===== src/common/qsa_defs.svh =====
// timing counts, load values and field constants of the quiet slot arbiter
`ifndef QSA_DEFS_SVH
`define QSA_DEFS_SVH

`define QSA_XMIT_PERIOD_PS 114280
`define QSA_SLOT_PS 800000
`define QSA_SLOT_CYCLES (`QSA_SLOT_PS / `QSA_XMIT_PERIOD_PS)
`define QSA_SLOT_LOAD 4'h9
`define QSA_NODE_BITS 4
`define QSA_WRAP_TERM 16
`define QSA_SYNC_STAGES 2
`define QSA_LOW_ZERO 4'h0
`define QSA_LOW_ONES 4'hF

`endif


===== src/common/qsa_pkg.sv =====
// types shared by the quiet slot arbiter files
package qsa_pkg;

  typedef enum logic [1:0] {
    QSA_TX_IDLE,
    QSA_TX_ARBITRATE,
    QSA_TX_SEND
  } qsa_tx_state_t;

  typedef struct packed {
    logic seen_a;
    logic seen_b;
  } qsa_carrier_t;

  typedef struct packed {
    logic rx_in_progress;
    logic ack_pending;
    logic path_a_driver_on;
    logic path_b_driver_on;
  } qsa_rx_status_t;

  typedef struct packed {
    qsa_tx_state_t state;
    logic chosen_path_b;
    logic [3:0] slot;
    logic [3:0] low;
    logic fifth;
    logic wrap_bit;
    logic wrap_hold;
    logic win;
    logic load_count;
    logic other_busy;
    logic count_zero;
    logic idle_flag;
    logic arb_flag;
    logic send_flag;
    logic force_path_a;
    logic force_path_b;
  } qsa_regs_t;

endpackage


===== src/core/qsa_arbiter.sv =====
// quiet slot round robin arbiter of one cluster bus node
// Summary of operation
// - idle holds load-count true, slot counter 1001, down counter long value.
// - down counter is four-bit low section plus fifth bit; low loads node number.
// - in idle the fifth-bit selector supplies constant 1.
// - outside idle with chosen-path carrier, selector takes the wrap-bit flop.
// - entering arbitrate drops load-count; slot and down counters start counting.
// - slot counter runs from 1001, ticks every seven clocks, reloads on tick.
// - 114.28 ns transmit clock gives an 800 ns quiet slot tick.
// - each slot tick decrements the low section by one.
// - carry from zero low with fifth bit 1 clears it, low becomes all ones.
// - carry with fifth bit 0 raises countdown-zero; win flop sets next clock.
// - win, win-ok and move to send only while other path is not busy.
// - chosen-path carrier comes only from the path the mode control picked.
// - chosen-path carrier asserts load-count, restarting all counters.
// - comparator flags below-winner when own number is below interrupted low bits.
// - wrap-bit flop cleared without carrier; set on carrier when below-winner.
// - selector output held in a flop, used after the carrier drops.
// - node 0 beaten by node 15 inhibits wrap-bit setting, short countdown.
// - other-path-busy suppresses win and reloads a count of 16.
// - the 16 comes from forcing fifth bit 0 while low wraps to ones.
// - receive activity on the other path makes other-path-busy true.
// - acknowledge-pending receive state keeps other-path-busy true.
// - either driver on clears delayed-header-timeout, making other-path-busy true.
// - wrap term is 16, node term is own number from zero.
// - maintenance force-arbitration wins without finishing the countdown.
// - after win-ok the chosen path is forced enabled in the receiver.
`timescale 1ns/1ps
`include "qsa_defs.svh"
module qsa_arbiter #(
  parameter int NODE_BITS = `QSA_NODE_BITS,
  parameter int SYNC_STAGES = `QSA_SYNC_STAGES
) (
  input wire logic CLOCK_I,
  input wire logic RESET_N_I,
  input wire logic SYSTEM_INIT_I,
  input wire logic TRANSMIT_COMMAND_I,
  input wire logic PATH_B_SELECT_I,
  input wire logic FORCE_ARB_I,
  input wire logic SEND_DONE_I,
  input wire logic [NODE_BITS-1:0] NODE_NUMBER_I,
  input wire qsa_pkg::qsa_carrier_t CARRIER_I,
  input wire qsa_pkg::qsa_rx_status_t RX_STATUS_I,
  output logic WIN_O,
  output logic WIN_OK_O,
  output logic LOAD_COUNT_O,
  output logic COUNTDOWN_ZERO_O,
  output logic OTHER_PATH_BUSY_O,
  output logic TX_IDLE_STATE_O,
  output logic TX_ARBITRATE_STATE_O,
  output logic TX_SEND_STATE_O,
  output logic FORCE_PATH_A_O,
  output logic FORCE_PATH_B_O
);

  localparam int SlotCycles = `QSA_SLOT_CYCLES;
  localparam logic [3:0] SlotLast = 4'(`QSA_SLOT_LOAD + SlotCycles - 1);
  localparam int WrapTerm = `QSA_WRAP_TERM;

  generate
    if (NODE_BITS != 4 || WrapTerm != (1 << NODE_BITS)) begin : g_bad_node
      $error("qsa_arbiter: node number must be four bits, wrap term 16");
    end
    if (SYNC_STAGES != 2) begin : g_bad_sync
      $error("qsa_arbiter: only a two-stage carrier synchroniser is built");
    end
    if (SlotCycles < 1 || SlotCycles > 7) begin : g_bad_slot
      $error("qsa_arbiter: slot length must fit the four-bit slot counter");
    end
  endgenerate

  function automatic logic all_ones(input logic [3:0] v);
    all_ones = (v == `QSA_LOW_ONES);
  endfunction

  logic rst_meta_q;
  logic rst_n_q;
  logic [1:0] carrier_sync;
  qsa_pkg::qsa_carrier_t car;
  qsa_pkg::qsa_regs_t s_q;
  qsa_pkg::qsa_regs_t s_d;
  logic [3:0] inverted_node_number;
  logic chosen_carrier;
  logic delayed_header_timeout;
  logic other_path_busy;
  logic load_count;
  logic slot_tick;
  logic low_section_carry;
  logic countdown_zero;
  logic below_winner;
  logic fifth_src;
  logic in_idle;

  // reset enters asynchronously, released on the clock
  always_ff @(posedge CLOCK_I or negedge RESET_N_I) begin
    if (!RESET_N_I) begin
      rst_meta_q <= 1'b0;
      rst_n_q <= 1'b0;
    end else begin
      rst_meta_q <= 1'b1;
      rst_n_q <= rst_meta_q;
    end
  end

  qsa_sync #(
    .WIDTH(2)
  ) u_carrier_sync (
    .clk_i(CLOCK_I),
    .rst_n_i(rst_n_q),
    .async_i({CARRIER_I.seen_a, CARRIER_I.seen_b}),
    .sync_o(carrier_sync)
  );

  assign car = '{seen_a: carrier_sync[1], seen_b: carrier_sync[0]};
  assign inverted_node_number = ~NODE_NUMBER_I;
  assign in_idle = (s_q.state == qsa_pkg::QSA_TX_IDLE);

  always_comb begin
    s_d = s_q;
    chosen_carrier = s_q.chosen_path_b ? car.seen_b : car.seen_a;
    delayed_header_timeout = !(RX_STATUS_I.path_a_driver_on || RX_STATUS_I.path_b_driver_on);
    other_path_busy = RX_STATUS_I.rx_in_progress || RX_STATUS_I.ack_pending
                      || !delayed_header_timeout;
    load_count = in_idle || chosen_carrier;
    slot_tick = !load_count && (s_q.slot == SlotLast);
    low_section_carry = slot_tick && (s_q.low == `QSA_LOW_ZERO);
    countdown_zero = low_section_carry && !s_q.fifth && !in_idle;
    below_winner = (NODE_NUMBER_I < s_q.low);
    // fifth-bit source: constant in idle, flop under carrier, held value otherwise
    if (in_idle) begin
      fifth_src = 1'b1;
    end else if (chosen_carrier) begin
      fifth_src = s_q.wrap_bit;
    end else begin
      fifth_src = s_q.wrap_hold;
    end
    s_d.wrap_hold = fifth_src;
    // j-only input: once set it stays until the carrier drops
    if (!chosen_carrier || in_idle) begin
      s_d.wrap_bit = 1'b0;
    end else if (below_winner && !(all_ones(inverted_node_number) && all_ones(s_q.low))) begin
      s_d.wrap_bit = 1'b1;
    end
    if (load_count) begin
      s_d.slot = `QSA_SLOT_LOAD;
      s_d.low = 4'(NODE_NUMBER_I);
      s_d.fifth = fifth_src;
    end else begin
      s_d.slot = slot_tick ? `QSA_SLOT_LOAD : 4'(s_q.slot + 4'h1);
      if (slot_tick) begin
        s_d.low = 4'(s_q.low - 4'h1);
        if (low_section_carry) begin
          s_d.fifth = 1'b0;
        end
      end
    end
    case (s_q.state)
      qsa_pkg::QSA_TX_IDLE: begin
        s_d.win = 1'b0;
        if (TRANSMIT_COMMAND_I) begin
          s_d.state = qsa_pkg::QSA_TX_ARBITRATE;
          s_d.chosen_path_b = PATH_B_SELECT_I;
        end
      end
      qsa_pkg::QSA_TX_ARBITRATE: begin
        // busy check before the win; otherwise the ack could not be received
        if ((countdown_zero || FORCE_ARB_I) && !other_path_busy) begin
          s_d.win = 1'b1;
          s_d.state = qsa_pkg::QSA_TX_SEND;
        end
      end
      qsa_pkg::QSA_TX_SEND: begin
        if (SEND_DONE_I) begin
          s_d.state = qsa_pkg::QSA_TX_IDLE;
          s_d.win = 1'b0;
        end
      end
      default: begin
        s_d.state = qsa_pkg::QSA_TX_IDLE;
      end
    endcase
    if (SYSTEM_INIT_I) begin
      s_d.state = qsa_pkg::QSA_TX_IDLE;
      s_d.win = 1'b0;
      s_d.wrap_bit = 1'b0;
      s_d.wrap_hold = 1'b0;
    end
    // status outputs are one clock behind their causes
    s_d.load_count = load_count;
    s_d.other_busy = other_path_busy;
    s_d.count_zero = countdown_zero;
    s_d.idle_flag = (s_d.state == qsa_pkg::QSA_TX_IDLE);
    s_d.arb_flag = (s_d.state == qsa_pkg::QSA_TX_ARBITRATE);
    s_d.send_flag = (s_d.state == qsa_pkg::QSA_TX_SEND);
    s_d.force_path_a = s_d.win && !s_d.chosen_path_b;
    s_d.force_path_b = s_d.win && s_d.chosen_path_b;
  end

  always_ff @(posedge CLOCK_I or negedge rst_n_q) begin
    if (!rst_n_q) begin
      s_q <= '{state: qsa_pkg::QSA_TX_IDLE, slot: `QSA_SLOT_LOAD, fifth: 1'b1, load_count: 1'b1,
               idle_flag: 1'b1, default: '0};
    end else begin
      s_q <= s_d;
    end
  end

  assign WIN_O = s_q.win;
  assign WIN_OK_O = s_q.win;
  assign LOAD_COUNT_O = s_q.load_count;
  assign COUNTDOWN_ZERO_O = s_q.count_zero;
  assign OTHER_PATH_BUSY_O = s_q.other_busy;
  assign TX_IDLE_STATE_O = s_q.idle_flag;
  assign TX_ARBITRATE_STATE_O = s_q.arb_flag;
  assign TX_SEND_STATE_O = s_q.send_flag;
  assign FORCE_PATH_A_O = s_q.force_path_a;
  assign FORCE_PATH_B_O = s_q.force_path_b;
endmodule // qsa_arbiter


===== src/core/qsa_sync.sv =====
// two-stage synchroniser for carrier detector levels
`timescale 1ns/1ps
module qsa_sync #(
  parameter int WIDTH = 2
) (
  input wire logic clk_i,
  input wire logic rst_n_i,
  input wire logic [WIDTH-1:0] async_i,
  output logic [WIDTH-1:0] sync_o
);

  logic [WIDTH-1:0] meta_q;

  generate
    if (WIDTH < 1) begin : g_bad
      $error("qsa_sync: WIDTH must be at least 1");
    end
  endgenerate

  // first stage feeds only the second stage
  always_ff @(posedge clk_i or negedge rst_n_i) begin
    if (!rst_n_i) begin
      meta_q <= '0;
      sync_o <= '0;
    end else begin
      meta_q <= async_i;
      sync_o <= meta_q;
    end
  end

endmodule // qsa_sync


===== config.mk =====
export PLATFORM = sky130hd
export DESIGN_NAME = qsa_arbiter
export DESIGN_NICKNAME = d
export VERILOG_FILES = /design/src/common/qsa_pkg.sv /design/src/core/qsa_arbiter.sv /design/src/core/qsa_sync.sv
export VERILOG_INCLUDE_DIRS = /design/src /design/src/common
export SDC_FILE = /design/constraint.sdc
export NUM_CORES = 1
export LEC_CHECK = 0
export ABC_AREA = 0
export BUFFER_PORTS_ARGS = -buffer_cell sky130_fd_sc_hd__buf_2
export CORE_ASPECT_RATIO = 1.2
export CORE_MARGIN = 2
export CORE_UTILIZATION = 52
export CTS_CLUSTER_DIAMETER = 60
export CTS_CLUSTER_SIZE = 28
export DETAILED_ROUTE_END_ITERATION = 16
export PLACE_DENSITY_LB_ADDON = 0.05
export SLEW_MARGIN = 20
export SYNTH_ARGS = -nofsm -noshare
export SYNTH_HDL_FRONTEND = slang
export SYNTH_HIERARCHICAL = 1
export SYNTH_SLANG_ARGS = --single-unit
export TNS_END_PERCENT = 5

===== constraint.sdc =====
create_clock -name CLOCK_I -period 1.1 [get_ports CLOCK_I]
set_clock_uncertainty 0.15 [all_clocks]
set_input_delay 0.055 -clock CLOCK_I [delete_from_list [all_inputs] [get_ports CLOCK_I]]
set_output_delay 0.055 -clock CLOCK_I [all_outputs]
set_load 0.1 [all_outputs]

==> results of run 1 <==
## per-layer routing
layer,GRT usage,vias up,share of wire
met1,0.284,576,0.36
met3,0.0258,17,0.041
met5,0,-,0
met4,0.135,0,0.039
met2,0.452,51,0.56
li1,-,521,-
## cell families after synthesis
group,synth area share
XOR/XNOR,0.0346
multiplexers,0.0445
adder cells (fa/ha/maj),0.0692
AND/OR/NAND/NOR,0.152
AO/OA/AOI/OAI,0.0979
flip-flops,0.559
other,0.00296
buffers and inverters,0.0396
## synth_stat cells
| master | count |
|---|---|
| nor3b_2 | 1 |
| mux2_2 | 3 |
| a21o_1 | 1 |
| ha_1 | 7 |
| nor2_2 | 1 |
| mux2i_4 | 1 |
| o21ba_2 | 1 |
| nand2b_1 | 1 |
| buf_4 | 1 |
| a21oi_1 | 4 |
| nor4_1 | 2 |
| clkbuf_2 | 1 |
| dfstp_2 | 5 |
| nor2b_1 | 2 |
| xnor2_1 | 4 |
| nor3_1 | 3 |
| o31a_1 | 1 |
| conb_1 | 1 |
| nor3b_1 | 2 |
| inv_2 | 1 |
| o21ai_0 | 8 |
| xor2_1 | 1 |
| a31oi_1 | 2 |
| inv_1 | 8 |
| and2_1 | 2 |
| a41oi_1 | 2 |
| or3_1 | 1 |
| dfrtp_1 | 23 |
| buf_1 | 1 |
| nand2_1 | 8 |
| and3_1 | 2 |
| nor2_1 | 6 |
| o21bai_1 | 1 |
| nand3_1 | 4 |
| nor4b_1 | 1 |
## how the worst max path moves through the flow
stage | from | endpoint | slack (ps) | cells after the start
2_1_floorplan | s_q[16] | FORCE_PATH_A_O | -580 | 5
3_3_place_gp | s_q[16] | FORCE_PATH_A_O | -570 | 5
3_5_place_dp | s_q[16] | FORCE_PATH_A_O | -610 | 5
4_1_cts | s_q[16] | s_q[22] | -630 | 5
5_1_grt | s_q[12] | s_q[22] | -770 | 6
6_report | s_q[12] | FORCE_PATH_A_O | -710 | 6
## stage by stage
stage / setup slack [ps] / utilization / cell area (sq um) / hold WS [ps]
floorplan: -582 / - / 1290 / -391
global placement: -567 / 0.786 / 1810 / -311
detailed placement: -607 / 0.786 / 1810 / -309
CTS: -633 / 0.876 / 2020 / -96.4
global route: -774 / 0.902 / 2080 / -9.74
finish: -709 / 0.902 / 2080 / -37.2
## worst register-to-register path: cells and delay by family (launching register included)
kind            cells  cell delay [ps]
compound gates      2              500
buf+inv             1               70
simple gates        2              440
fa+ha+maj           1              150
flops               1              430
## final cells by class
cell class	instances	area, sq um
Timing Repair Buffer	67	631
Clock buffer	4	26.3
Tap cell	31	38.8
Inverter	9	33.8
Sequential cell	28	709
Fill cell	105	226
Multi-Input combinational cell	73	641
## power by group
part / leakage (nW) / switching (mW) / internal (mW)
Clock: 0.0150 / 0.304 / 0.143
Combinational: 0.583 / 0.300 / 0.294
Sequential: 0.338 / 0.0579 / 1.10
Total: 0.936 / 0.661 / 1.53
## what timing repair did
item,in CTS,in global routing
endpoints found under the hold margin,19,4
gates resized for setup,16,11
pin swaps,7,2
setup endpoints to repair,31,32
gates cloned,0,0
setup buffers,1,1
==> out/metrics.yaml, run 1 <==
worstReg2RegEnd: "FORCE_PATH_A_O"
clock_path_buffers: 2
fin_tns_setup_ps: -10340
violations: "negative hold slack, negative setup slack"
ys_types: 35
syn-cell-area_sq_mm: 0.00126
dr_total_vias: 1165
numCtsBuffers: 3
ys_ff_latch: 28
cts_tree: "built"
clock-sinks: 28
cp-end-kind: "flop"
grt_pass1_wl_microns: 5240
crit_path_top_delay_cell: "dfrtp_1"
clk_pin_slew_ps: 150
timing.final.crit_period_ps: 1810
rr_worst_depth: 6
slowest_delay_ps: 430
first_iter_violations: 39
crit_path_max_fanout: 3
grt_overflow: 0
period_share: 1.64
rsz0062_at_grt: "true"
ys_seq_area_frac: 0.559
clock.fmax_mhz: 553
maxCapViolCount: 0
finalMaxSlewViolations: 0
gp_congestion: 0.822
regMostFlops: "s_q"
cts_max_level: 1
dr.pass1.iters: 4
stdcell_count: 212
hold-path-cell-count: 4
crit_family: "compound AO/OA/AOI/OAI gates"
rows: 19
final_cell_mix: "28 x buf_4, 21 x dfrtp_1, 16 x buf_2"
criticalPathCategory: "reg -> reg"
layout_commonest_cell: "buf_4"
outcome: "finished with violations"
yosys_warnings: 6
p_leak_nw: 0.936
start_util: 0.549
vias_per_cell: 5.50
ir_worst_vdd_mv: 0.954
nets: 206
dieHeight_microns: 58.0
worstSkewPairLatency_ps: 340
cp_num_buf_inv: 1
postCtsHoldBufs: 12
antenna_cells: 0
die_w_microns: 49.0
total_power_mw: 2.20
largest_reg_flops: 13
ios: 27
hold_viol: 3
hpwl_microns: 2080
dp_cells: 194
drc: 0
grt_max_degree: 27
dieArea_sq_mm: 0.00284
min_from: "SEND_DONE_I"
syn_to_final_growth_pct: 64.4
worstPathCellList: "inv_2 > ha_1 > nor3b_4 > a41oi_4 > o31a_1 > nor3b_2"
layout-drive-gt1-share: 0.492
synth_nets: 137
wl_microns: 3790
cp-start-kind: "flop"
cts_root_buf: "clkbuf_4"
antenna_found_initial: 0
reg_top3: "s_q x13, u_carrier_sync/meta_q x2, u_carrier_sync/sync_o x2"
wl_per_cell_microns: 17.9
min_to: "TX_SEND_STATE_O"
reg2reg_from: "s_q[12]"
r2r_slack_ps: -710
crit_required_ps: 1210
synthTopCellsByArea: "dfrtp_1 45%, dfstp_2 10%, ha_1 6.9%, o21ai_0 3.2%, xnor2_1 2.8%"
detail-route-antenna-nets: 0
arrival_ps: 1920
avgSynthCellArea_sq_um: 11.2
port_buffers: 26
fin_hold_ws_ps: -37.2
synth.largest_area_cell: "dfrtp_1"
syn_inst: 113
groute.usage.overall: 0.246
grt_pass1_vias: 1196
synth_top_area_frac: 0.455
hold_path_class: "in -> reg"
core_area_sq_mm: 0.00231
setup_ws_ps: -709
power.density_mw_per_mm2: 1060
finalSetupViolCount: 31
Note: power is estimated with default switching activity, not from simulation.
==> run 2: changes to the inputs <==
--- a/config.mk
+++ b/config.mk
@@ -9,7 +9,7 @@
 export ABC_AREA = 0
 export BUFFER_PORTS_ARGS = -buffer_cell sky130_fd_sc_hd__buf_2
 export CORE_ASPECT_RATIO = 1.2
-export CORE_MARGIN = 2
+export CORE_MARGIN = 5
 export CORE_UTILIZATION = 52
 export CTS_CLUSTER_DIAMETER = 60
 export CTS_CLUSTER_SIZE = 28
==> run 2 against run 1 <==
Effect of this change: the flow still finishes with violations (negative hold slack, negative setup slack); register-to-register slack got worse by 170 ps; sequential share of layout area decreased by 1.0 points; maximum frequency decreased by 8.5%; combinational power increased by 8.8%; utilization increased by 2.9 points; wire length increased by 33%; global-route usage decreased by 1.2 points; clock power increased by 60%; final cell count increased by 1.9%; critical path depth decreased by 1; via count increased by 8.4%; die area increased by 24%.
==> out/metrics.yaml, run 2 (synthesis results as in run 1) <==
outcome: "finished with violations"
violations: "negative hold slack, negative setup slack"
stdcell_count: 216
crit_required_ps: 1220
cts_root_buf: "clkbuf_4"
arrival_ps: 2100
nets: 209
dr_total_vias: 1263
period_share: 1.80
clk_pin_slew_ps: 180
hold_viol: 3
finalSetupViolCount: 32
detail-route-antenna-nets: 0
finalMaxSlewViolations: 0
die_w_microns: 55.0
comb_power_share: 0.256
post_dp_cell_area_sq_mm: 0.00181
cp-end-kind: "flop"
antenna_found_initial: 1
fin_area_sq_mm: 0.00215
p_leak_nw: 0.966
power.density_mw_per_mm2: 1170
reg_top3: "s_q x13, u_carrier_sync/meta_q x2, u_carrier_sync/sync_o x2"
crit_path_max_fanout: 3
grt_max_degree: 17
worstReg2RegEnd: "WIN_O"
ios: 27
setup_ws_ps: -877
crit_end: "WIN_O"
layout_commonest_cell: "buf_4"
layout-drive-gt1-share: 0.527
groute.usage.overall: 0.235
vias_per_cell: 5.85
dieArea_sq_mm: 0.00352
rr_worst_depth: 5
reg2reg_from: "s_q[16]"
fin_tns_setup_ps: -12350
p_sw_frac: 0.296
ir_worst_vdd_mv: 0.903
seqPwrFrac: 0.461
regMostFlops: "s_q"
hpwl_microns: 2420
final_util: 0.931
rows: 19
crit_start: "s_q[16]"
largest_reg_flops: 13
rsz0062_at_grt: "true"
cp-start-kind: "flop"
clock_path_buffers: 2
first_iter_violations: 64
fin_hold_ws_ps: -124
p_switching_uw: 745
power.internal_mw: 1.78
dr.pass1.iters: 4
r2r_slack_ps: -880
port_buffers: 26
grt_pass1_wl_microns: 5900
grt_pass1_vias: 1282
worstSkewPairLatency_ps: 360
core_area_sq_mm: 0.00231
maxCapViolCount: 0
syn_to_final_growth_pct: 69.7
grt_overflow: 0
dp_cells: 195
dieHeight_microns: 64.0
cts_max_level: 1
numCtsBuffers: 3
wl_microns: 5050
drc: 0
clock-sinks: 28
clock.fmax_mhz: 506
timing.final.crit_period_ps: 1980
final_cell_mix: "30 x buf_4, 20 x dfrtp_1, 16 x buf_2"
start_util: 0.549
clockPowerShare: 0.283
hold_path_class: "in -> reg"
gp_congestion: 0.825
cts_tree: "built"
wl_per_cell_microns: 23.4
criticalPathCategory: "reg -> reg"
## run 2: layer usage
metal,GRT usage,part of all wire,vias up
li1,-,-,531
met1,0.237,0.33,622
met2,0.445,0.52,78
met3,0.0419,0.067,32
met4,0.0942,0.080,0
met5,0,0,-
## run 2: per-stage QoR
step | setup WS [ps] | hold slack (ps) | power, mW
2_1_floorplan | -582 | -391 | 1.41
3_3_place_gp | -568 | -311 | 1.62
3_5_place_dp | -683 | -307 | 1.65
4_1_cts | -721 | -139 | 2.39
5_1_grt | -966 | -133 | 2.61
6_report | -877 | -124 | 2.52
## run 2: layout make-up
class	instances	area, sq um
flip-flops and latches	28	711
multi-input cells	73	658
repair buffers	70	648
fillers	71	159
well taps	31	38.8
inverters	9	36.3
clock inverters	1	30.0
clock buffers	3	22.5
diodes	1	2.50
## run 2: power by group through the flow
| stage | Combinational, mW | Clock, mW | Sequential, mW |
|---|---|---|---|
| after global routing | 0.682 | 0.762 | 1.17 |
| after floorplan | 0.169 | 0 | 1.24 |
| final | 0.646 | 0.713 | 1.16 |
| after global placement | 0.462 | 0 | 1.16 |
| after CTS | 0.560 | 0.687 | 1.15 |
| after detailed placement | 0.484 | 0 | 1.16 |
## run 2: timing repair
action,CTS,global route
pin swaps,3,3
resized for setup,24,11
setup endpoints to repair,31,31
endpoints found under the hold margin,19,6
setup buffers,0,4
hold buffers,11,1
## run 2: worst min-delay path by stage
stage,cells past startpoint,from,end,slack (ps)
6_report,4,SEND_DONE_I,s_q[22],-120
5_1_grt,4,SEND_DONE_I,s_q[22],-130
4_1_cts,4,SEND_DONE_I,s_q[22],-140
3_5_place_dp,1,RESET_N_I,rst_meta_q,-310
3_3_place_gp,1,RESET_N_I,rst_meta_q,-310
2_1_floorplan,0,RESET_N_I,rst_meta_q,-390
## run 2: critical path, stage by stage, from the launching register on
cell	delay (ps)
dfstp_2	600
ha_4	140
and3_4	200
a41oi_4	140
o31a_1	390
nor2b_1	260
